--- src/logic/ist_params.svh ---
// constants of the two-wire slave transmitter: offsets, fields, codes
// assumes inclusion by bare name from the logic folder
`ifndef IST_PARAMS_SVH
`define IST_PARAMS_SVH
// register byte offsets on the apb slave
`define IST_OFS_CTRL   8'h00
`define IST_OFS_STAT   8'h04
`define IST_OFS_DATA   8'h08
`define IST_OFS_ADDR   8'h0C
// bus_control_reg bit positions
`define IST_CTRL_IRQ   7
`define IST_CTRL_ACK   6
`define IST_CTRL_STA   5
`define IST_CTRL_STO   4
`define IST_CTRL_EN    2
// status codes, prescaler bits zero
`define IST_ST_OWN_R   8'hA8
`define IST_ST_ARB_R   8'hB0
`define IST_ST_ACK     8'hB8
`define IST_ST_NACK    8'hC0
`define IST_ST_LASTACK 8'hC8
`define IST_ST_NONE    8'hF8
// reset values
`define IST_DATA_RST   8'hFF
// bit counts within a byte frame
`define IST_BITS       4'h8
`define IST_ACK_BIT    4'h9
// general call address
`define IST_GC_ADDR    7'h00
`endif

--- src/logic/ist_pkg.sv ---
// types of the two-wire slave transmitter
// assumes the params header supplies all numeric constants
package ist_pkg;
    // one-hot bus states
    typedef enum logic [6:0] {
        FSM_IDLE     = 7'h01,
        FSM_ADDR     = 7'h02,
        FSM_ADDR_ACK = 7'h04,
        FSM_TX       = 7'h08,
        FSM_TX_ACK   = 7'h10,
        FSM_HOLD     = 7'h20,
        FSM_SKIP     = 7'h40
    } ist_fsm_t;
    // apb request from master
    typedef struct packed {
        logic        psel;
        logic        penable;
        logic        pwrite;
        logic [7:0]  paddr;
        logic [31:0] pwdata;
    } ist_apb_req_t;
    // apb answer to master
    typedef struct packed {
        logic [31:0] prdata;
        logic        pready;
        logic        pslverr;
    } ist_apb_rsp_t;
    // raw pin levels
    typedef struct packed {
        logic scl;
        logic sda;
    } ist_pin_in_t;
    // open-drain drives, level always low
    typedef struct packed {
        logic scl_out;
        logic scl_oe;
        logic sda_out;
        logic sda_oe;
    } ist_pin_out_t;
endpackage

--- src/logic/ist_slave_tx.sv ---
// two-wire slave transmitter with apb register access
// assumes open-drain wires resolved outside; sleep level from core domain
//
// The APB slave port and the register offsets were chosen for this implementation.
`timescale 1ns/100ps
`include "ist_params.svh"

module ist_slave_tx (
    // clock and reset
    input  wire logic                  core_clk,
    input  wire logic                  sys_rst,
    // apb slave
    input  wire ist_pkg::ist_apb_req_t apb_req,
    output      ist_pkg::ist_apb_rsp_t apb_rsp,
    // two-wire pins
    input  wire ist_pkg::ist_pin_in_t  pin_in,
    output      ist_pkg::ist_pin_out_t pin_out,
    // system side
    input  wire logic                  deep_sleep,
    input  wire logic                  arb_lost,
    output      logic                  wake_req,
    output      logic                  start_issue,
    output      logic                  irq_flag
);

    ////////////////////////////////////////////////////////////////////////
    // state

    // all registered state of the block
    typedef struct packed {
        logic               scl_m;      // scl sync stage one
        logic               scl_s;      // scl sync stage two
        logic               scl_d;      // scl previous
        logic               sda_m;      // sda sync stage one
        logic               sda_s;      // sda sync stage two
        logic               sda_d;      // sda previous
        ist_pkg::ist_fsm_t  fsm;        // bus state
        logic [3:0]         bit_cnt;    // bits seen in frame
        logic [7:0]         shift;      // address or data shifter
        logic [6:0]         rx_addr;    // last address heard
        logic               rx_rw;      // last direction bit
        logic               ack_rx;     // master ack of last byte
        logic               last;       // byte sent as final
        logic               sda_low;    // pulling sda
        logic               scl_low;    // stretching scl
        logic               irq;        // irq_flag
        logic               ack_en;     // ack_enable
        logic               sta;        // start_request
        logic               sto;        // stop_request
        logic               en;         // iface_enable
        logic [7:0]         code;       // status code
        logic [7:0]         data;       // bus_data_reg
        logic [7:0]         own;        // slave_address_match
        logic               arb_pend;   // arbitration lost earlier
        logic               busy;       // bus between start and stop
        logic               start_pend; // start wanted when free
        logic               start_go;   // start pulse
        logic               wake;       // wake request
        logic [31:0]        rdata;      // apb read data
        logic               err;        // apb error
    } ist_regs_t;

    ist_regs_t r_reg;   // current state
    ist_regs_t r_next;  // next state

    // edge and condition views
    logic       scl_rise;
    logic       scl_fall;
    logic       start_det;
    logic       stop_det;
    logic [7:0] stat_view;
    logic [7:0] heard;
    logic       addr_ok;
    logic       load_state;
    logic       apb_setup;
    logic       apb_wr;

    ////////////////////////////////////////////////////////////////////////
    // combinational views

    // edges on synchronised pins
    assign scl_rise  = r_reg.scl_s & ~r_reg.scl_d;
    assign scl_fall  = ~r_reg.scl_s & r_reg.scl_d;
    assign start_det = r_reg.scl_s & r_reg.scl_d & r_reg.sda_d
                       & ~r_reg.sda_s;
    assign stop_det  = r_reg.scl_s & r_reg.scl_d & ~r_reg.sda_d
                       & r_reg.sda_s;
    assign stat_view = r_reg.irq ? r_reg.code : `IST_ST_NONE;
    // address byte as received
    assign heard     = r_reg.shift;
    // own or enabled general call, gated
    assign addr_ok   = r_reg.ack_en
                       & ((heard[7:1] == r_reg.own[7:1])
                       | ((heard[7:1] == `IST_GC_ADDR) & r_reg.own[0]));
    // states where software loads a byte
    assign load_state = (r_reg.code == `IST_ST_OWN_R)
                        | (r_reg.code == `IST_ST_ARB_R)
                        | (r_reg.code == `IST_ST_ACK);
    // apb phases
    assign apb_setup = apb_req.psel & ~apb_req.penable;
    assign apb_wr    = apb_req.psel & apb_req.penable & apb_req.pwrite;

    ////////////////////////////////////////////////////////////////////////
    // next state

    // registers, apb and bus state machine
    always_comb
    begin
        r_next = r_reg;
        // two-flop synchronisers
        r_next.scl_m    = pin_in.scl;
        r_next.scl_s    = r_reg.scl_m;
        r_next.scl_d    = r_reg.scl_s;
        r_next.sda_m    = pin_in.sda;
        r_next.sda_s    = r_reg.sda_m;
        r_next.sda_d    = r_reg.sda_s;
        r_next.start_go = 1'b0;
        if (arb_lost)
        begin
            r_next.arb_pend = 1'b1;
        end
        // apb setup: prepare read data
        if (apb_setup)
        begin
            r_next.err   = 1'b0;
            r_next.rdata = 32'h0000_0000;
            unique case (apb_req.paddr)
                `IST_OFS_CTRL:
                    r_next.rdata[7:0] = {r_reg.irq, r_reg.ack_en,
                        r_reg.sta, r_reg.sto, 1'b0, r_reg.en, 2'b00};
                `IST_OFS_STAT: r_next.rdata[7:0] = stat_view;
                `IST_OFS_DATA: r_next.rdata[7:0] = r_reg.data;
                `IST_OFS_ADDR: r_next.rdata[7:0] = r_reg.own;
                default:       r_next.err = 1'b1;
            endcase
        end
        // apb access: write takes effect
        if (apb_wr)
        begin
            unique case (apb_req.paddr)
                // enable and ack enable from software
                `IST_OFS_CTRL:
                begin
                    r_next.ack_en = apb_req.pwdata[`IST_CTRL_ACK];
                    r_next.sta    = apb_req.pwdata[`IST_CTRL_STA];
                    r_next.sto    = apb_req.pwdata[`IST_CTRL_STO];
                    r_next.en     = apb_req.pwdata[`IST_CTRL_EN];
                    if (apb_req.pwdata[`IST_CTRL_IRQ])
                    begin
                        r_next.irq = 1'b0;
                    end
                end
                `IST_OFS_DATA: r_next.data = apb_req.pwdata[7:0];
                `IST_OFS_ADDR: r_next.own  = apb_req.pwdata[7:0];
                default: ;
            endcase
        end
        // bus side, after writes so hardware set wins
        if (!r_reg.en)
        begin
            // disabled: release the wires
            r_next.fsm     = ist_pkg::FSM_IDLE;
            r_next.sda_low = 1'b0;
            r_next.scl_low = 1'b0;
            r_next.busy    = 1'b0;
            r_next.wake    = 1'b0;
        end
        else if (stop_det)
        begin
            // stop frees bus, no longer addressed
            r_next.fsm      = ist_pkg::FSM_IDLE;
            r_next.busy     = 1'b0;
            r_next.sda_low  = 1'b0;
            r_next.arb_pend = 1'b0;
        end
        else if (start_det && r_reg.fsm != ist_pkg::FSM_HOLD)
        begin
            // start: listen to address byte
            r_next.fsm     = ist_pkg::FSM_ADDR;
            r_next.busy    = 1'b1;
            r_next.bit_cnt = 4'h0;
            r_next.sda_low = 1'b0;
        end
        else
        begin
            unique case (r_reg.fsm)
                ist_pkg::FSM_IDLE, ist_pkg::FSM_SKIP: ;
                ist_pkg::FSM_ADDR:
                begin
                    // shift address bits on rising scl
                    if (scl_rise)
                    begin
                        r_next.shift   = {r_reg.shift[6:0], r_reg.sda_s};
                        r_next.bit_cnt = r_reg.bit_cnt + 4'h1;
                    end
                    else if (scl_fall && r_reg.bit_cnt == `IST_BITS)
                    begin
                        r_next.rx_addr = heard[7:1];
                        r_next.rx_rw   = heard[0];
                        if (addr_ok && heard[0])
                        begin
                            r_next.sda_low = 1'b1;
                            r_next.fsm     = ist_pkg::FSM_ADDR_ACK;
                        end
                        else
                        begin
                            r_next.fsm = ist_pkg::FSM_SKIP;
                        end
                    end
                end
                ist_pkg::FSM_ADDR_ACK:
                begin
                    if (scl_rise)
                    begin
                        r_next.bit_cnt = `IST_ACK_BIT;
                    end
                    else if (scl_fall && r_reg.bit_cnt == `IST_ACK_BIT)
                    begin
                        r_next.sda_low  = 1'b0;
                        r_next.irq      = 1'b1;
                        r_next.scl_low  = 1'b1;
                        r_next.fsm      = ist_pkg::FSM_HOLD;
                        r_next.arb_pend = 1'b0;
                        r_next.code     = r_reg.arb_pend ? `IST_ST_ARB_R
                                                         : `IST_ST_OWN_R;
                        r_next.wake     = deep_sleep;
                    end
                end
                ist_pkg::FSM_HOLD:
                begin
                    // scl stays low while flag set
                    if (!r_reg.irq)
                    begin
                        r_next.scl_low = 1'b0;
                        r_next.wake    = 1'b0;
                        if (load_state)
                        begin
                            r_next.shift   = r_reg.data;
                            r_next.last    = ~r_reg.ack_en;
                            r_next.bit_cnt = 4'h0;
                            r_next.sda_low = ~r_reg.data[7];
                            r_next.fsm     = ist_pkg::FSM_TX;
                        end
                        else
                        begin
                            r_next.fsm        = ist_pkg::FSM_SKIP;
                            r_next.start_pend = r_reg.sta;
                        end
                    end
                end
                ist_pkg::FSM_TX:
                begin
                    // count bits on rise, change on fall
                    if (scl_rise)
                    begin
                        r_next.bit_cnt = r_reg.bit_cnt + 4'h1;
                    end
                    else if (scl_fall)
                    begin
                        if (r_reg.bit_cnt == `IST_BITS)
                        begin
                            r_next.sda_low = 1'b0;
                            r_next.fsm     = ist_pkg::FSM_TX_ACK;
                        end
                        else
                        begin
                            r_next.shift   = {r_reg.shift[6:0], 1'b1};
                            r_next.sda_low = ~r_reg.shift[6];
                        end
                    end
                end
                ist_pkg::FSM_TX_ACK:
                begin
                    // sample master ack on ninth pulse
                    if (scl_rise)
                    begin
                        r_next.ack_rx  = ~r_reg.sda_s;
                        r_next.bit_cnt = `IST_ACK_BIT;
                    end
                    else if (scl_fall && r_reg.bit_cnt == `IST_ACK_BIT)
                    begin
                        r_next.irq     = 1'b1;
                        r_next.scl_low = 1'b1;
                        r_next.fsm     = ist_pkg::FSM_HOLD;
                        if (!r_reg.ack_rx)
                        begin
                            r_next.code = `IST_ST_NACK;
                        end
                        else if (r_reg.last)
                        begin
                            r_next.code = `IST_ST_LASTACK;
                        end
                        else
                        begin
                            r_next.code = `IST_ST_ACK;
                        end
                    end
                end
                default: r_next.fsm = ist_pkg::FSM_IDLE;
            endcase
        end
        // start pulse when bus is free
        if (r_reg.start_pend && !r_reg.busy && r_reg.en)
        begin
            r_next.start_go   = 1'b1;
            r_next.start_pend = 1'b0;
        end
    end

    ////////////////////////////////////////////////////////////////////////
    // registers

    // synchronous reset to constants
    always_ff @(posedge core_clk)
    begin
        if (sys_rst)
        begin
            r_reg       <= '0;
            r_reg.fsm   <= ist_pkg::FSM_IDLE;
            r_reg.data  <= `IST_DATA_RST;
            r_reg.scl_m <= 1'b1;
            r_reg.scl_s <= 1'b1;
            r_reg.scl_d <= 1'b1;
            r_reg.sda_m <= 1'b1;
            r_reg.sda_s <= 1'b1;
            r_reg.sda_d <= 1'b1;
        end
        else
        begin
            r_reg <= r_next;
        end
    end

    ////////////////////////////////////////////////////////////////////////
    // outputs

    // open-drain pins drive low only
    assign pin_out.scl_out = 1'b0;
    assign pin_out.scl_oe  = r_reg.scl_low;
    assign pin_out.sda_out = 1'b0;
    assign pin_out.sda_oe  = r_reg.sda_low;
    // apb answers with no wait
    assign apb_rsp.prdata  = r_reg.rdata;
    assign apb_rsp.pready  = 1'b1;
    assign apb_rsp.pslverr = r_reg.err;
    // system side
    assign wake_req    = r_reg.wake;
    assign start_issue = r_reg.start_go;
    assign irq_flag    = r_reg.irq;
endmodule // ist_slave_tx

--- config.mk ---
export PLATFORM = sky130hd
export DESIGN_NAME = ist_slave_tx
export DESIGN_NICKNAME = d
export VERILOG_FILES = /design/src/logic/ist_pkg.sv /design/src/logic/ist_slave_tx.sv
export VERILOG_INCLUDE_DIRS = /design/src /design/src/logic
export SDC_FILE = /design/constraint.sdc
export NUM_CORES = 1
export LEC_CHECK = 0
export ABC_AREA = 1
export BUFFER_PORTS_ARGS = -buffer_cell sky130_fd_sc_hd__buf_2
export CORE_AREA = 2 2 130 132
export CTS_CLUSTER_DIAMETER = 50
export DETAILED_ROUTE_END_ITERATION = 8
export DIE_AREA = 0 0 132 134
export REMOVE_ABC_BUFFERS = 1
export SYNTH_ARGS = -nofsm -noshare
export SYNTH_HDL_FRONTEND = slang
export SYNTH_SLANG_ARGS = --single-unit
--- constraint.sdc ---
create_clock -name core_clk -period 1.6 [get_ports core_clk]
set_input_delay 0.16 -clock core_clk [delete_from_list [all_inputs] [get_ports core_clk]]
set_output_delay 0.16 -clock core_clk [all_outputs]
set_load 0.01 [all_outputs]
## Yosys cells after proc, flatten, opt, wreduce, memory -nomap -nowiden

Cells that the tools add are included.

- Input bits: 49
- Register bits after elaboration: 72
- Output and inout port bits: 41

- Reduce and logical (&&, ||, !) cells: 36
- Bitwise operators: 29
- Muxes and demuxes: 66
- Eq/ne operators: 46
- $add $sub $neg: 1

Operators with widths:

| operator | count |
|---|---|
| 8-bit two-way mux | 9 |
| 7-bit two-way mux | 10 |
| 7-bit case mux with 5 select lines | 1 |
| 2-bit != test, second input constant | 16 |
| 8-bit case mux with 4 select lines | 1 |
| 3-bit != test, second input constant | 9 |
| 8-bit == test, second input constant | 3 |
| 12-bit two-way mux | 2 |
| 8-bit case mux with 3 select lines | 1 |
| 8-bit AND reduction | 3 |
| 1-bit two-way mux | 23 |
| 10-bit AND reduction | 2 |
| 19-bit two-way mux | 1 |
| 6-bit AND reduction | 3 |
| 9-bit AND reduction | 2 |
| 8-bit by 4-bit == test with 1-bit output, second input constant | 2 |
| 4-bit case mux with 4 select lines | 1 |
| 8-bit case mux with 2 select lines | 1 |
| 5-bit two-way mux | 3 |
| 1-bit NOT | 14 |
| 1-bit bitwise AND | 12 |
| 4-bit == test, second input constant | 2 |
| 8-bit by 3-bit == test with 1-bit output, second input constant | 1 |
| 8-bit logical NOT | 1 |
| 33 further kinds | 55 |

## Depth between registers and ports, before layout

- Depth in word-level cells: 10
- Depth in mapped cells: 12
- Gate-level depth less buffers: 12

## Worst setup path before layout

OpenSTA, ideal clock, no wires.

- Path type: register to register
- From: register r_reg[87] (netlist bit)
- To: register r_reg[57] (netlist bit)
- Clock period less this slack: 1,528 ps
- Cell stages (with the launch flop): 9
- Path buffers: 0
- Setup slack: 72 ps
- Arrival time: 1,413 ps
- Required time: 1,485 ps
- Cells stage by stage: dfxtp_1 -> ha_1 -> nand3_1 -> nor2_1 -> nor2_1 -> nor3_4 -> nand2_2 -> o21ai_2 -> nor2_1

- Cells in the longest elaborated chain, start to end: 4

Ends and longest elaborated chain:

| what | line | source |
|---|---|---|
| from (decl) | ist_slave_tx.sv:63 | `ist_regs_t r_reg;` |
| from (signal assigned) | ist_slave_tx.sv:330 | `r_reg <= r_next;` |
| 4-bit == test (no source line) * | -- |  |
| 1-bit logical AND (no source line) * | -- |  |
| 2-bit != test (no source line) | -- |  |
| 8-bit AND reduction (no source line) * | -- |  |

Every way passes the cells marked *; elsewhere a longest branch is shown, timed or not.
A chain may end at the register's enable or synchronous reset.

## Final worst setup path

- From: register r_reg[91] (netlist bit)
- To: register r_reg (netlist bit heard[5])

- Cells in the longest elaborated chain, start to end: 4

Ends and longest elaborated chain:

| what |
|---|
| parallel branches: the longest is 4 deep, another holds 10-bit AND reduction |

Several ways; the timed one is not identified.

==> reports/summary.json <==
{
  "fin_worst_hold_slack": {"value": 0.006147, "unit": "ns"},
  "die_h": {"value": 134, "unit": "um"},
  "avgViaCountPerCell": {"value": 4.292},
  "arrival_worst_endpoint": {"value": 1.91, "unit": "ns"},
  "internal-power": {"value": 2899, "unit": "uW"},
  "core.rowCount": {"value": 47},
  "critPathRequiredTime": {"value": 1.84, "unit": "ns"},
  "netSwitchingFraction": {"value": 24.67, "unit": "%"},
  "finalSetupViolCount": {"value": 12},
  "ctsHtreeMaxLevel": {"value": 3},
  "critical-path-top-delay-family": {"value": "simple AND/OR/NAND/NOR gates"},
  "route.vias.total": {"value": 3901},
  "detailedPlacementHpwl": {"value": 8.241, "unit": "mm"},
  "final_critical_path_setup_slack": {"value": -0.06892, "unit": "ns"},
  "grt_residual_overflow": {"value": 0},
  "final_layout_size_suffix_gt1_share": {"value": 34.11, "unit": "%"},
  "tritoncts_clock_tree": {"value": "built"},
  "postSynthRegisterBits": {"value": 69},
  "share_clk_of_total_power": {"value": 49.7, "unit": "%"},
  "gpl.final_weighted_congestion": {"value": 0.8876},
  "drtPass1Iterations": {"value": 4},
  "drt.antenna.violating_nets": {"value": 0},
  "pwr-share-seq": {"value": 45.0, "unit": "%"},
  "power.net_switching": {"value": 949.2, "unit": "uW"},
  "crit_top_cell": {"value": "nand2_4"},
  "core_region_area": {"value": 0.01629, "unit": "mm2"},
  "post-route-min-period": {"value": 1.669, "unit": "ns"},
  "effective_utilization_at_floorplan": {"value": 24.37, "unit": "%"},
  "synthMostInstantiatedCell": {"value": "nand2_1"},
  "cts_root_buf": {"value": "clkbuf_16"},
  "sequential_to_total_area_share_from_yosys_stat": {"value": 34.79, "unit": "%"},
  "hold_violations": {"value": 0},
  "route.final.wire_length": {"value": 11.03, "unit": "mm"},
  "timing.clock.skew": {"value": 0.007540, "unit": "ns"},
  "series_of_cell_instances_along_the_critical_path": {"value": "inv_4 > nand2_4 > nor2_4 > nand2_4 > nand2_4 > nand2_1 > a21oi_4 > nand3_4 > o21ai_2 > nor2_1"},
  "grt_use_total": {"value": 12.33, "unit": "%"},
  "ant_cells": {"value": 0},
  "critical_path.slowest_cell": {"value": "dfxtp_4"},
  "final_area": {"value": 0.005368, "unit": "mm2"},
  "post-layout-total-power": {"value": 3848, "unit": "uW"},
  "multiInputGateArea": {"value": 0.002333, "unit": "mm2"},
  "numClockSinks": {"value": 69},
  "netlist_top_cells_count": {"value": "nand2_1, nor2_1, dfxtp_1, inv_1, o21ai_0"},
  "yosysWarnings": {"value": 0},
  "synth-edff-count": {"value": 0},
  "cap_violations": {"value": 0},
  "largest_register_ff_count": {"value": 43},
  "clock_insertion_delay_worst_skew": {"value": 0.34, "unit": "ns"},
  "timing.critical_path.slowest_cell_delay": {"value": 0.36, "unit": "ns"},
  "place.detailed.instances": {"value": 873},
  "yosysTopAreaCellShare": {"value": 34.79, "unit": "%"},
  "vdd_ir_drop_max": {"value": 0.0004834, "unit": "V"},
  "synth_ff_type": {"value": "dfxtp_1"},
  "syn2layout_area_growth": {"value": 35.20, "unit": "%"},
  "port_buffers": {"value": 38},
  "timing.critical_path.fanout_max": {"value": 5},
  "drt-initial-drc-count": {"value": 191},
  "grt_pass1_vias": {"value": 3590},
  "post-route-drc-count": {"value": 0},
  "slew_viol_final": {"value": 0},
  "synthArstFlopShare": {"value": 0, "unit": "%"},
  "postSynthCellCount": {"value": 584},
  "unrepaired_setup_endpoints_after_global_routing": {"value": "true"},
  "p_leak": {"value": 0.002320, "unit": "uW"},
  "antenna_found_initial": {"value": 0},
  "final_nets": {"value": 736},
  "dpl_cell_area": {"value": 0.004606, "unit": "mm2"},
  "synth.distinct_cells": {"value": 39},
  "post_synth.cell_area_avg": {"value": 6.798, "unit": "um2"},
  "post_synth_instance_area": {"value": 0.003970, "unit": "mm2"},
  "critical_path.endpoint_type": {"value": "flop"},
  "storage_cell_area": {"value": 0.001401, "unit": "mm2"},
  "cts_buffer_depth": {"value": 2},
  "tritoncts.num_buffers": {"value": 9},
  "worstSetupPathType": {"value": "reg2reg"},
  "hold_path_class": {"value": "in2reg"},
  "clk_transition_reported_paths": {"value": 0.06, "unit": "ns"},
  "status": {"value": "finished, violations left"},
  "synth_top_cells_by_area": {"value": "dfxtp_1, nand2_1, buf_4"},
  "crit_buf_inv": {"value": 1},
  "synthDominantAreaCellType": {"value": "dfxtp_1"},
  "fin_crit_sh": {"value": 104.3, "unit": "%"},
  "die-area": {"value": 0.01769, "unit": "mm2"},
  "io_pins": {"value": 90},
  "violations": {"value": "negative setup slack"},
  "pwr_density_cell": {"value": 716.8, "unit": "mW/mm2"},
  "grt_max_degree": {"value": 29},
  "clock.fmax": {"value": 0.5992, "unit": "GHz"},
  "dieWidth": {"value": 132, "unit": "um"},
  "routed_wire_length_per_instance": {"value": 12.14, "unit": "um"},
  "grt_pass1_wl": {"value": 17.44, "unit": "mm"},
  "combinationalPowerShare": {"value": 5.3, "unit": "%"},
  "n_fill_cell": {"value": 1741},
  "post_layout_nonfiller_instances": {"value": 909},
  "crit_path_start_kind": {"value": "flop"}
}
==> final timing paths <==
check / startpoint / endpoint / slack [ns] / cells after the start
worst max-delay path: r_reg[91]$_SDFFE_PP1P_ / heard[5]$_SDFFE_PP0P_ / -0.07 / 10
worst min-delay path: pin_in[1] / r_next[102]$_SDFF_PP1_ / 0.006 / 2
worst max register to register: r_reg[91]$_SDFFE_PP1P_ / heard[5]$_SDFFE_PP0P_ / -0.07 / 10
worst min register to register: r_next[99]$_SDFF_PP1_ / r_next[98]$_SDFF_PP1_ / 0.41 / 1
==> per-layer routing <==
metal / track usage (%) / wire, um / vias up
met5: 0 / 0 / -
met4: 4.046 / 240 / 0
met3: 2.721 / 538 / 20
met2: 19.97 / 5058 / 97
met1: 16.30 / 5193 / 1765
li1: - / - / 2019
==> cells by family after synthesis <==
family,Yosys count,share of synthesized area [%]
flip-flops,69,34.79
XOR/XNOR,3,0.6620
AO/OA/AOI/OAI,109,15.38
AND/OR/NAND/NOR,275,32.52
other,2,0.1892
adder cells (fa/ha/maj),3,0.9456
buffers and inverters,123,15.51
==> worst reg2reg max path: stages, from the launching register on <==
cell	delay [ns]
dfxtp_4	0.36
inv_4	0.06
nand2_4	0.07
nor2_4	0.20
nand2_4	0.12
nand2_4	0.12
nand2_1	0.10
a21oi_4	0.18
nand3_4	0.15
o21ai_2	0.16
nor2_1	0.05
==> power groups by stage <==
stage                     combinational (uW)  sequential (uW)  clock (uW)
after global routing                     228             1730        2030
after floorplan                         97.3             1770           0
after CTS                                193             1730        1950
final                                    204             1730        1910
after detailed placement                 190             1770           0
after global placement                   189             1770           0
==> cells in the final DEF (no fill, tap or decap), types with 10 or more instances in the layout <==
| master | instances |
|---|---|
| nor2_4 | 16 |
| nand2_1 | 105 |
| o21ai_0 | 35 |
| dfxtp_2 | 13 |
| buf_4 | 63 |
| dfxtp_1 | 55 |
| nand2_2 | 12 |
| inv_2 | 13 |
| buf_2 | 39 |
| o21ai_1 | 13 |
| inv_1 | 58 |
| nor2_2 | 11 |
| conb_1 | 27 |
| nor2_1 | 64 |
| a21oi_1 | 35 |
| nand2_4 | 10 |
| nand3_1 | 24 |
==> cell type report <==
| type | instances | area share, % |
|---|---|---|
| sequential | 69 | 26.11 |
| inverter | 75 | 5.431 |
| clock inverter | 6 | 0.8625 |
| clock buffer | 10 | 4.452 |
| timing repair buffer | 111 | 14.55 |
| multi-input combinational | 418 | 43.47 |
| tap | 220 | 5.128 |
==> stage by stage <==
step                util, %  setup TNS [ns]  setup slack (ns)
floorplan                 -               0           0.06218
global placement      28.27        -0.04655          -0.02038
detailed placement    28.27         -0.2032          -0.04565
CTS                   30.20        -0.03020         -0.008124
global route          32.95          -2.899           -0.1812
finish                32.95         -0.5548          -0.06892
==> timing repair <==
item	in CTS	in global routing
setup endpoints to repair	21	28
hold endpoints to repair	1	0
pin swaps	3	43
cloned	0	1
buffers inserted	0	18
hold buffers	1	0
gates resized for setup	12	92
No activity file was read; power rests on OpenSTA's default activity.
